File: src/shared/but_pkg.sv
// constants, register map and types of the basic up-count timer
package but_pkg;
  localparam logic [7:0] OFS_CONTROL_ZERO = 8'h00;
  localparam logic [7:0] OFS_CONTROL_ONE = 8'h04;
  localparam logic [7:0] OFS_IRQ_DMA_ENABLE = 8'h0c;
  localparam logic [7:0] OFS_EVENT_FLAGS = 8'h10;
  localparam logic [7:0] OFS_SOFT_EVENT = 8'h14;
  localparam logic [7:0] OFS_COUNT_VALUE = 8'h24;
  localparam logic [7:0] OFS_CLOCK_DIVIDER = 8'h28;
  localparam logic [7:0] OFS_RELOAD_VALUE = 8'h2c;
  // control_zero fields
  localparam int BIT_COUNTER_RUN = 0;
  localparam int BIT_UPDATE_BLOCK = 1;
  localparam int BIT_UPDATE_ORIGIN = 2;
  localparam int BIT_ONE_SHOT = 3;
  localparam int BIT_RELOAD_SHADOW = 7;
  // control_one trigger select field
  localparam int TRG_SEL_LO = 4;
  localparam int TRG_SEL_HI = 6;
  // irq_dma_enable fields
  localparam int BIT_UPDATE_IRQ_GATE = 0;
  localparam int BIT_UPDATE_DMA_GATE = 8;
  // event_flags and soft_event fields
  localparam int BIT_UPDATE_FLAG = 0;
  localparam int BIT_FORCE_UPDATE = 0;
  localparam logic [15:0] RESET_HALF = 16'h0000;
  localparam logic [31:0] RESET_WORD = 32'h0000_0000;
  localparam logic [1:0] HTRANS_NONSEQ = 2'b10;
  localparam logic [2:0] HSIZE_WORD = 3'b010;
  typedef enum logic [2:0] {
    BUT_TRG_RESET = 3'b000,
    BUT_TRG_START = 3'b001,
    BUT_TRG_UPDATE = 3'b010
  } but_trg_sel_t;
endpackage : but_pkg

File: src/core/but_prescaler.sv
// prescaler: divides the timer clock by shadow value plus one
`timescale 1ns/100ps
`default_nettype none
module but_prescaler (
  // clock and reset
  input wire logic clk,
  input wire logic rst,
  // control
  input wire logic run,
  input wire logic clear,
  input wire logic [15:0] divide_value,
  // tick out
  output logic tick
);
  import but_pkg::*;
  logic [15:0] div_count_reg;
  logic [15:0] div_count_next;

  always_comb begin
    div_count_next = div_count_reg;
    tick = 1'b0;
    if (clear) begin
      div_count_next = RESET_HALF;
    end else if (run) begin
      if (div_count_reg >= divide_value) begin
        div_count_next = RESET_HALF;
        tick = 1'b1;
      end else begin
        div_count_next = div_count_reg + 16'h0001;
      end
    end
  end

  always_ff @(posedge clk) begin
    if (rst) begin
      div_count_reg <= RESET_HALF;
    end else begin
      div_count_reg <= div_count_next;
    end
  end
endmodule : but_prescaler
`default_nettype wire

File: src/core/but_timer.sv
// basic 16-bit up-count timer with AHB-Lite register slave
// Behaviour
// - counter_run 0 holds the counter; 1 counts on prescaled ticks
// - trigger select 000 pulses trigger_output on every counter reset, forced too
// - trigger select 001 pulses trigger_output when counter_run becomes set
// - trigger select 010 pulses trigger_output on each update event, forced or overflow, whatever update_origin_select
// - update_dma_gate bit 8 allows update DMA requests
// - update_irq_gate bit 0 allows the update interrupt
// - update_flag set on update, cleared by writing zero, one ignored
// - writing one to force_update requests update; self-clearing, zero ignored
// - forced update clears counter and prescaler in the same cycle
// - count_value reads live count; a write replaces it at once, but a tick in the same cycle wins and the write is lost
// - counting tick is timer clock divided by prescale value plus one
// - new prescale value used only after copy at update event
// - reload_limit is the terminal count where counter wraps
// - count 0 to reload_limit, wrap to 0, update event on overflow
// - update_block: forced update reinitialises but no event nor reload
// - update_origin_select 1: only overflow sets flag, interrupt or DMA
// - one_shot clears counter_run at the next update event
//
// Chosen here: register access over AHB-Lite.
`timescale 1ns/100ps
`default_nettype none
module but_timer (
  // clock and reset
  input wire logic clk,
  input wire logic rst,
  // ahb-lite slave
  input wire logic hsel,
  input wire logic [7:0] haddr,
  input wire logic [1:0] htrans,
  input wire logic hwrite,
  input wire logic [2:0] hsize,
  input wire logic hready,
  input wire logic [31:0] hwdata,
  output logic [31:0] hrdata,
  output logic hreadyout,
  output logic hresp,
  // timer outputs
  output logic update_irq,
  output logic update_dma_req,
  output logic trigger_output
);
  import but_pkg::*;

  // bus address phase capture
  logic wr_pend_reg;
  logic wr_pend_next;
  logic [7:0] wr_addr_reg;
  logic [7:0] wr_addr_next;
  logic [31:0] rdata_reg;
  logic [31:0] rdata_next;
  // control state
  logic [7:0] ctl0_reg;
  logic [7:0] ctl0_next;
  logic [2:0] trg_sel_reg;
  logic [2:0] trg_sel_next;
  logic irq_gate_reg;
  logic irq_gate_next;
  logic dma_gate_reg;
  logic dma_gate_next;
  logic flag_reg;
  logic flag_next;
  logic [15:0] count_reg;
  logic [15:0] count_next;
  logic [15:0] psc_reg;
  logic [15:0] psc_next;
  logic [15:0] psc_shadow_reg;
  logic [15:0] psc_shadow_next;
  logic [15:0] car_reg;
  logic [15:0] car_next;
  logic [15:0] car_shadow_reg;
  logic [15:0] car_shadow_next;
  logic dma_reg;
  logic dma_next;
  // event wires
  logic addr_phase;
  logic wr_now;
  logic tick;
  logic overflow;
  logic force_req;
  logic counter_reset;
  logic update_event;
  logic qualified_update;
  logic start_event;
  logic [15:0] limit;

  function automatic logic [31:0] but_half(input logic [15:0] v);
    but_half = {16'h0000, v};
  endfunction : but_half

  function automatic logic is_reg(input logic [7:0] a, input logic [7:0] ofs);
    is_reg = (a == ofs);
  endfunction : is_reg

  assign addr_phase = hsel && hready && (htrans == HTRANS_NONSEQ);
  assign wr_now = wr_pend_reg;
  // no wait states: every access finishes in its first data-phase cycle
  assign hreadyout = 1'b1;
  assign hresp = 1'b0;
  assign hrdata = rdata_reg;

  // bus slave: writes land in the data phase, reads sampled in address phase
  always_comb begin
    wr_pend_next = addr_phase && hwrite;
    wr_addr_next = addr_phase ? haddr : wr_addr_reg;
    rdata_next = rdata_reg;
    if (addr_phase && !hwrite) begin
      rdata_next = RESET_WORD;
      if (is_reg(haddr, OFS_CONTROL_ZERO)) rdata_next = {24'h00_0000, ctl0_reg};
      if (is_reg(haddr, OFS_CONTROL_ONE)) begin
        rdata_next = {25'h000_0000, trg_sel_reg, 4'h0};
      end
      if (is_reg(haddr, OFS_IRQ_DMA_ENABLE)) begin
        rdata_next = {23'h00_0000, dma_gate_reg, 7'h00, irq_gate_reg};
      end
      if (is_reg(haddr, OFS_EVENT_FLAGS)) rdata_next = {31'h0000_0000, flag_reg};
      if (is_reg(haddr, OFS_COUNT_VALUE)) rdata_next = but_half(count_reg);
      if (is_reg(haddr, OFS_CLOCK_DIVIDER)) rdata_next = but_half(psc_reg);
      if (is_reg(haddr, OFS_RELOAD_VALUE)) rdata_next = but_half(car_reg);
    end
  end

  // force_update is a pulse: the bit never holds state, so it reads zero
  assign force_req = wr_now && is_reg(wr_addr_reg, OFS_SOFT_EVENT)
    && hwdata[BIT_FORCE_UPDATE];
  // reload_limit with or without its shadow copy
  assign limit = ctl0_reg[BIT_RELOAD_SHADOW] ? car_shadow_reg : car_reg;
  assign overflow = tick && (count_reg >= limit);
  assign counter_reset = force_req || overflow;
  // update_block suppresses every update event, forced or overflow
  assign update_event = counter_reset && !ctl0_reg[BIT_UPDATE_BLOCK];
  assign qualified_update = update_event
    && (overflow || !ctl0_reg[BIT_UPDATE_ORIGIN]);

  always_comb begin
    ctl0_next = ctl0_reg;
    trg_sel_next = trg_sel_reg;
    irq_gate_next = irq_gate_reg;
    dma_gate_next = dma_gate_reg;
    psc_next = psc_reg;
    car_next = car_reg;
    flag_next = flag_reg;
    count_next = count_reg;
    psc_shadow_next = psc_shadow_reg;
    car_shadow_next = car_shadow_reg;
    if (wr_now) begin
      if (is_reg(wr_addr_reg, OFS_CONTROL_ZERO)) begin
        ctl0_next = {hwdata[BIT_RELOAD_SHADOW], 3'b000, hwdata[3:0]};
      end
      if (is_reg(wr_addr_reg, OFS_CONTROL_ONE)) begin
        trg_sel_next = hwdata[TRG_SEL_HI:TRG_SEL_LO];
      end
      if (is_reg(wr_addr_reg, OFS_IRQ_DMA_ENABLE)) begin
        irq_gate_next = hwdata[BIT_UPDATE_IRQ_GATE];
        dma_gate_next = hwdata[BIT_UPDATE_DMA_GATE];
      end
      if (is_reg(wr_addr_reg, OFS_EVENT_FLAGS) && !hwdata[BIT_UPDATE_FLAG]) begin
        flag_next = 1'b0;
      end
      if (is_reg(wr_addr_reg, OFS_COUNT_VALUE)) count_next = hwdata[15:0];
      if (is_reg(wr_addr_reg, OFS_CLOCK_DIVIDER)) psc_next = hwdata[15:0];
      if (is_reg(wr_addr_reg, OFS_RELOAD_VALUE)) car_next = hwdata[15:0];
    end
    // counting: overflow and force both restart from zero
    if (counter_reset) begin
      count_next = RESET_HALF;
    end else if (tick) begin
      count_next = count_reg + 16'h0001;
    end
    if (update_event) begin
      psc_shadow_next = psc_next;
      car_shadow_next = car_next;
      if (ctl0_reg[BIT_ONE_SHOT]) ctl0_next[BIT_COUNTER_RUN] = 1'b0;
    end
    // hardware set wins over a same-cycle software clear
    if (qualified_update) flag_next = 1'b1;
  end

  assign dma_next = qualified_update && dma_gate_reg;
  assign start_event = ctl0_next[BIT_COUNTER_RUN] && !ctl0_reg[BIT_COUNTER_RUN];
  assign update_irq = flag_reg && irq_gate_reg;
  assign update_dma_req = dma_reg;

  always_ff @(posedge clk) begin
    if (rst) begin
      wr_pend_reg <= 1'b0;
      wr_addr_reg <= 8'h00;
      rdata_reg <= RESET_WORD;
      ctl0_reg <= 8'h00;
      trg_sel_reg <= 3'b000;
      irq_gate_reg <= 1'b0;
      dma_gate_reg <= 1'b0;
      flag_reg <= 1'b0;
      count_reg <= RESET_HALF;
      psc_reg <= RESET_HALF;
      psc_shadow_reg <= RESET_HALF;
      car_reg <= RESET_HALF;
      car_shadow_reg <= RESET_HALF;
      dma_reg <= 1'b0;
    end else begin
      wr_pend_reg <= wr_pend_next;
      wr_addr_reg <= wr_addr_next;
      rdata_reg <= rdata_next;
      ctl0_reg <= ctl0_next;
      trg_sel_reg <= trg_sel_next;
      irq_gate_reg <= irq_gate_next;
      dma_gate_reg <= dma_gate_next;
      flag_reg <= flag_next;
      count_reg <= count_next;
      psc_reg <= psc_next;
      psc_shadow_reg <= psc_shadow_next;
      car_reg <= car_next;
      car_shadow_reg <= car_shadow_next;
      dma_reg <= dma_next;
    end
  end

  but_prescaler u_prescaler (
    .clk(clk),
    .rst(rst),
    .run(ctl0_reg[BIT_COUNTER_RUN]),
    .clear(force_req),
    .divide_value(psc_shadow_reg),
    .tick(tick)
  );

  but_trigger u_trigger (
    .clk(clk),
    .rst(rst),
    .trg_sel(trg_sel_reg),
    .reset_event(counter_reset),
    .start_event(start_event),
    .update_event(update_event),
    .trigger_output(trigger_output)
  );

  AST_RUN_HOLDS: assert property (@(posedge clk) disable iff (rst)
    !ctl0_reg[BIT_COUNTER_RUN] && !wr_now |=> count_reg == $past(count_reg))
    else $error("counter moved while stopped");
  AST_TRG_RESET: assert property (@(posedge clk) disable iff (rst)
    counter_reset && trg_sel_reg == BUT_TRG_RESET |=> trigger_output)
    else $error("no trigger on counter reset");
  AST_TRG_START: assert property (@(posedge clk) disable iff (rst)
    start_event && trg_sel_reg == BUT_TRG_START |=> trigger_output)
    else $error("no trigger on start");
  AST_TRG_UPDATE: assert property (@(posedge clk) disable iff (rst)
    trg_sel_reg == BUT_TRG_UPDATE && !update_event |=> !trigger_output)
    else $error("trigger without update");
  AST_DMA_GATE: assert property (@(posedge clk) disable iff (rst)
    update_dma_req |-> $past(dma_gate_reg) && $past(qualified_update))
    else $error("dma request without gate or update");
  AST_IRQ: assert property (@(posedge clk) disable iff (rst)
    update_irq == (flag_reg && irq_gate_reg))
    else $error("interrupt does not follow flag and gate");
  AST_FLAG_SET: assert property (@(posedge clk) disable iff (rst)
    qualified_update |=> flag_reg)
    else $error("update flag not set");
  AST_FORCE_CLEAR: assert property (@(posedge clk) disable iff (rst)
    force_req |=> count_reg == RESET_HALF && u_prescaler.div_count_reg == RESET_HALF)
    else $error("forced update did not clear counters");
  AST_WRAP: assert property (@(posedge clk) disable iff (rst)
    overflow && !wr_now |=> count_reg == RESET_HALF)
    else $error("counter did not wrap");
  AST_SILENT_FORCE: assert property (@(posedge clk) disable iff (rst)
    force_req && ctl0_reg[BIT_UPDATE_ORIGIN] && !overflow && !flag_reg
    && !(wr_now && is_reg(wr_addr_reg, OFS_EVENT_FLAGS)) |=> !flag_reg)
    else $error("forced update set flag");
  AST_ONE_SHOT: assert property (@(posedge clk) disable iff (rst)
    update_event && ctl0_reg[BIT_ONE_SHOT] |=> !ctl0_reg[BIT_COUNTER_RUN])
    else $error("one shot did not stop");
endmodule : but_timer
`default_nettype wire

File: src/core/but_trigger.sv
// trigger output selection from reset, start and update events
`timescale 1ns/100ps
`default_nettype none
module but_trigger (
  // clock and reset
  input wire logic clk,
  input wire logic rst,
  // events
  input wire logic [2:0] trg_sel,
  input wire logic reset_event,
  input wire logic start_event,
  input wire logic update_event,
  // output
  output logic trigger_output
);
  import but_pkg::*;
  logic trg_reg;
  logic trg_next;

  always_comb begin
    case (trg_sel)
      BUT_TRG_RESET: trg_next = reset_event;
      BUT_TRG_START: trg_next = start_event;
      BUT_TRG_UPDATE: trg_next = update_event;
      default: trg_next = 1'b0;
    endcase
  end

  always_ff @(posedge clk) begin
    if (rst) begin
      trg_reg <= 1'b0;
    end else begin
      trg_reg <= trg_next;
    end
  end

  assign trigger_output = trg_reg;
endmodule : but_trigger
`default_nettype wire

File: config.mk
export PLATFORM = sky130hd
export DESIGN_NAME = but_timer
export DESIGN_NICKNAME = d
export VERILOG_FILES = /design/src/shared/but_pkg.sv /design/src/core/but_prescaler.sv /design/src/core/but_timer.sv /design/src/core/but_trigger.sv
export SDC_FILE = /design/constraint.sdc
export NUM_CORES = 1
export LEC_CHECK = 0
export BUFFER_PORTS_ARGS = -buffer_cell sky130_fd_sc_hd__buf_4
export CORE_ASPECT_RATIO = 1.75
export CORE_MARGIN = 4
export CORE_UTILIZATION = 50
export CTS_BUF_LIST = sky130_fd_sc_hd__clkbuf_8
export CTS_CLUSTER_DIAMETER = 60
export CTS_CLUSTER_SIZE = 30
export DETAILED_ROUTE_END_ITERATION = 7
export PLACE_DENSITY_LB_ADDON = 0.05
export SYNTH_ARGS = -nofsm -noshare
export SYNTH_HDL_FRONTEND = slang
export SYNTH_SLANG_ARGS = --single-unit
File: constraint.sdc
create_clock -name clk -period 5.9 [get_ports clk]
set_clock_uncertainty 0.15 [all_clocks]
set_input_delay 1.475 -clock clk [delete_from_list [all_inputs] [get_ports clk]]
set_output_delay 1.475 -clock clk [all_outputs]
set_load 0.03 [all_outputs]
==> results of run 1 <==
==> per-stage QoR <==
step                utilization [%]  power, mW  setup slack, ns  cells
finish                        56.37      1.806            1.859   1002
global route                  56.37      1.861            1.594   1002
CTS                           56.37      1.816            1.769   1002
detailed placement            53.46      1.032            1.775    970
global placement              53.46      1.030            1.828    970
floorplan                         -      1.000            2.620    803
==> cell families after synthesis <==
group | synth area share (%)
and+or+nand+nor | 18.80
AOI/OAI and AO/OA | 19.81
DFF | 37.56
buffers and inverters | 7.008
muxes | 8.917
adders and majority gates | 5.957
xor gates and xnor gates | 1.839
other | 0.1052
==> final timing paths <==
| check | endpoint | slack, ns | start |
|---|---|---|---|
| max | psc_shadow_reg[15] | 1.86 | ctl0_reg[7] |
| min | car_shadow_reg[14] | 0.31 | car_shadow_reg[14] |
| max reg2reg | psc_shadow_reg[15] | 1.86 | ctl0_reg[7] |
| min reg2reg | car_shadow_reg[14] | 0.31 | car_shadow_reg[14] |
==> placed cells by master (no fill, tap or decap), types with 16 or more instances in the layout <==
cell      Yosys  layout
a211oi_1     16      16
a21oi_1      53      53
a221oi_2     30      30
conb_1        2      18
nand2_1      51      51
clkbuf_8      0      18
nor2b_1      34      34
ha_1         34      34
mux2i_1      58      58
inv_1        40      41
dfxtp_1     134     134
nor2_1       95      95
buf_4        21      53
o21ai_0      17      17
==> cell type report <==
cell class              instances  share of cell area, %
inverters                      40                  1.905
flip-flops and latches        134                  34.04
repair buffers                 53                  5.049
multi-input cells             566                  51.02
well taps                     177                  2.810
clock buffers                  18                  3.144
clock inverters                14                  2.032
==> where the power goes <==
group	total (mW)	internal, mW	leakage (nW)	switching [mW]
Clock	0.796	0.425	0.209	0.371
Sequential	0.912	0.908	1.08	0.00400
Combinational	0.0985	0.0281	1.63	0.0704
==> critical path, stage by stage (launching register included) <==
cell and delay, ns:
dfxtp_1 1.06, o21ai_0 0.34, ha_1 0.35, nor2_1 0.09
a21oi_1 0.08, o2111ai_1 0.22, a21oi_1 0.16, o21ai_4 0.27
a21o_2 0.90, a221oi_1 0.23
==> routing by layer <==
metal | share of wire [%] | track usage [%]
met2 | 55 | 45.00
met4 | 3.7 | 9.631
met3 | 3.0 | 3.363
met5 | 0 | 0
met1 | 38 | 25.56
==> flow_summary.yaml, run 1 <==
timing:
  min_period_over_period_pct: 68.49
  fin_tns_setup_ns: 0
  rsz0062_at_grt: "no"
  hold_viol: 0
  max_freq_mhz: 247.5
  setup_viol: 0
  worst_pin_slew_ns: 1.125
  report.final.slew_viol_count: 0
  fin_crit_ns: 4.041
  whs_ns: 0.3149
  max_slew_margin_pct: 24.74
die:
  die_x_um: 98.35
  num_rows: 57
  io_pins: 87
  die_height_um: 166.1
  core_area_mm2: 0.01398
  initial_utilization_pct: 51.09
  dieArea_mm2: 0.01634
hold_path:
  hold_depth: 2
  hold_path.class: "flop to flop"
setup_path:
  required_ns: 6.02
  worstRegToRegCells: 9
  startpoint_type: "flop"
  cp_max_fo: 32
  critical_path_class: "flop to flop"
  crit_arrival_ns: 4.16
  worst_setup_path_end_kind: "flop"
yosys:
  yosys.area.top_type: "dfxtp_1"
  yosysWarnings: 0
  synthTopCellsByCount: "dfxtp_1, nor2_1, mux2i_1"
  ys_types: 63
  synthDominantCellAreaShare_pct: 37.56
  synth-main-ff-cell: "dfxtp_1"
  synthCells: 787
  synth_edf_count: 0
  synthesis.area_mm2: 0.007142
  post-synth-top-count-cell: "dfxtp_1"
  yosysSeqAreaShare_pct: 37.56
  synthArstFlopShare_pct: 0
  synth_area_leaders: "dfxtp_1, mux2i_1, a221oi_2"
  avgSynthCellArea_um2: 9.075
  synth_seq_cells: 134
outcome:
  status: "finished clean"
detailed_routing:
  wirelength_mm: 19.55
  vias: 5734
  drt_first_pass_iters: 5
  ant_nets: 0
  drc_errors: 0
  drtIter0Drc: 229
  wire_per_inst_um: 19.51
  vias_per_cell: 5.723
clocking:
  root_buffer: "clkbuf_8"
  path_clk_slew_ns: 0.08
  cts_made_buffers: 17
  postCtsSetupRepairBufs: 0
  cts_sinks: 134
  cts_tree: "built"
  clkLatencyLatePin_ns: 0.44
  postCtsHoldBufs: 0
  cts_buffer_depth: 2
  post_cts_resized: 0
  h-tree-depth: 4
final_layout:
  syn_to_final_growth_pct: 10.34
  final_area_mm2: 0.007880
  nFillCells: 1365
  drive_gt1_share_pct: 16.00
  multi_input_area_mm2: 0.004020
  diodes: 0
  seq_area_mm2: 0.002683
  final_net_count: 896
grt:
  grt_pass1_vias: 5722
  grt_max_degree: 87
  grt_usage_pct: 23.67
  grt_first_pass_wirelength_mm: 30.59
  gr-total-overflow: 0
  grt_antenna_before_repair: 0
placement:
  dp_hpwl_mm: 14.17
  postPlaceCellArea_mm2: 0.007472
  gp_congestion: 0.8870
  portBuffers: 49
power:
  p_leak_nw: 2.922
  cellPowerDensity_mw_per_mm2: 229.2
  peakVddDrop_mv: 0.1543
run:
  cap_violations: 0
Note: power is estimated with default switching activity, not from simulation.
==> run 2: changes to the inputs <==
==> constraint.sdc (replaced) <==
create_clock -name clk -period 4.05 [get_ports clk]
set_clock_uncertainty 0.15 [all_clocks]
set_input_delay 1.0125 -clock clk [delete_from_list [all_inputs] [get_ports clk]]
set_output_delay 1.0125 -clock clk [all_outputs]
set_load 0.03 [all_outputs]
==> flow_summary.yaml, run 2 (synthesis gave the netlist of run 1 again) <==
clocking:
  root_buffer: "clkbuf_8"
  postCtsSetupRepairBufs: 0
  cts_tree: "built"
  postCtsHoldBufs: 0
  cts_buffer_depth: 2
  clkLatencyLatePin_ns: 0.45
  cts_sinks: 134
  cts_made_buffers: 17
  post_cts_resized: 0
  path_clk_slew_ns: 0.09
  h-tree-depth: 4
die:
  num_rows: 57
  core_area_mm2: 0.01398
  dieArea_mm2: 0.01634
  die_height_um: 166.1
  die_x_um: 98.35
  initial_utilization_pct: 51.09
  io_pins: 87
final_layout:
  drive_gt1_share_pct: 16.49
  final_net_count: 902
  syn_to_final_growth_pct: 11.05
  nFillCells: 1334
  post-route-util_pct: 56.74
  final_common_cell: "dfxtp_1"
  diodes: 0
  layout_common_cells: "dfxtp_1, nor2_1, mux2i_1, buf_4, a21oi_1"
  seq_area_mm2: 0.002683
  multi_input_area_mm2: 0.004020
power:
  switching_share_pct: 25.77
  total_power_mw: 2.605
  seqPwrFrac_pct: 51.0
  peakVddDrop_mv: 0.1997
  switchingPower_mw: 0.6711
  intPower_mw: 1.934
  cellPowerDensity_mw_per_mm2: 328.4
  p_clk_share_pct: 43.4
  p_leak_nw: 2.952
  combPwrFrac_pct: 5.5
detailed_routing:
  wl_met2_mm: 10.77
  drc_errors: 0
  vias_per_cell: 5.798
  vias: 5844
  m1WireLength_mm: 7.453
  route.met3.wl_um: 603
  drt_first_pass_iters: 5
  wire_per_inst_um: 19.46
  dr.max_layer_used: "met4"
  drtIter0Drc: 237
  wirelength_mm: 19.61
  ant_nets: 0
setup_path:
  worstRegToRegCells: 11
  required_ns: 4.24
  critical_path_class: "flop to flop"
  crit_arrival_ns: 3.55
  cp_slowest_cell: "dfxtp_1"
  cp_max_fo: 22
  crit_chain: "buf_4 > mux2i_1 > ha_1 > a211oi_1 > nand2_1 > o2111ai_1 > a21oi_1 > o21ai_4 > nand2_2 > buf_12 > a221oi_1"
  slowest_delay_ns: 0.39
  worst_setup_path_end_kind: "flop"
  startpoint_type: "flop"
grt:
  grt_pass1_vias: 5888
  grt_antenna_before_repair: 0
  gr-total-overflow: 0
  grt_usage_pct: 24.14
  grt_max_degree: 65
  grt_first_pass_wirelength_mm: 31.37
placement:
  portBuffers: 49
  gp_congestion: 0.8888
  dp_hpwl_mm: 14.47
hold_path:
  hold_depth: 2
  hold_path.class: "flop to flop"
timing:
  rsz0062_at_grt: "no"
  hold_viol: 0
  fin_tns_setup_ns: 0
  report.final.slew_viol_count: 0
  min_period_over_period_pct: 83.11
  fin_crit_ns: 3.366
  max_freq_mhz: 297.1
  setup_viol: 0
  whs_ns: 0.3165
  max_slew_margin_pct: 33.12
  worst_pin_slew_ns: 1.003
run:
  cap_violations: 0
outcome:
  status: "finished clean"
==> run 2: path summary, 6_finish.rpt <==
check / startpoint / end / slack (ns)
min: car_shadow_reg[3] / car_shadow_reg[3] / 0.32
max reg2reg: ctl0_reg[7] / car_shadow_reg[15] / 0.68
max: ctl0_reg[7] / car_shadow_reg[15] / 0.68
min reg2reg: car_shadow_reg[3] / car_shadow_reg[3] / 0.32
==> run 2: through the flow <==
| stage | cell area [um^2] | instances | setup slack [ns] |
|---|---|---|---|
| finish | 7931 | 1008 | 0.6841 |
| global route | 7931 | 1008 | 0.4743 |
| CTS | 7931 | 1008 | 0.7074 |
| detailed placement | 7530 | 976 | 0.6692 |
| global placement | 7530 | 976 | 0.6976 |
| floorplan | 7202 | 803 | 0.9542 |
==> run 2: final cells by class <==
cell class                      instances  area share [%]
Sequential cell                       134           33.82
Multi-Input combinational cell        566           50.69
Tap cell                              177           2.792
Clock buffer                           18           3.124
Inverter                               40           1.893
Timing Repair Buffer                   59           5.742
Clock inverter                         14           1.940
==> run 2: power by group through the flow <==
stage / Sequential (mW) / Combinational (mW) / Clock, mW
after global placement: 1.36 / 0.141 / 0
after global routing: 1.33 / 0.153 / 1.20
after CTS: 1.33 / 0.143 / 1.15
final: 1.33 / 0.144 / 1.13
after floorplan: 1.36 / 0.0957 / 0
after detailed placement: 1.36 / 0.143 / 0
==> run 2: metal layers <==
layer  vias up  global-route usage (%)
met5         -                       0
met2       130                   44.50
li1       2842                       -
met4         0                   11.30
met3        49                   3.615
met1      2823                   26.55
==> run 2: worst max-delay path, delay by kind of cell, from the launching register on <==
family	cells	cell delay, ns
flip-flops	1	0.39
buffers and inverters	2	0.62
adder cells (fa/ha/maj)	1	0.26
multiplexers	1	0.24
AND/OR/NAND/NOR	2	0.39
AO/OA/AOI/OAI	5	1.20
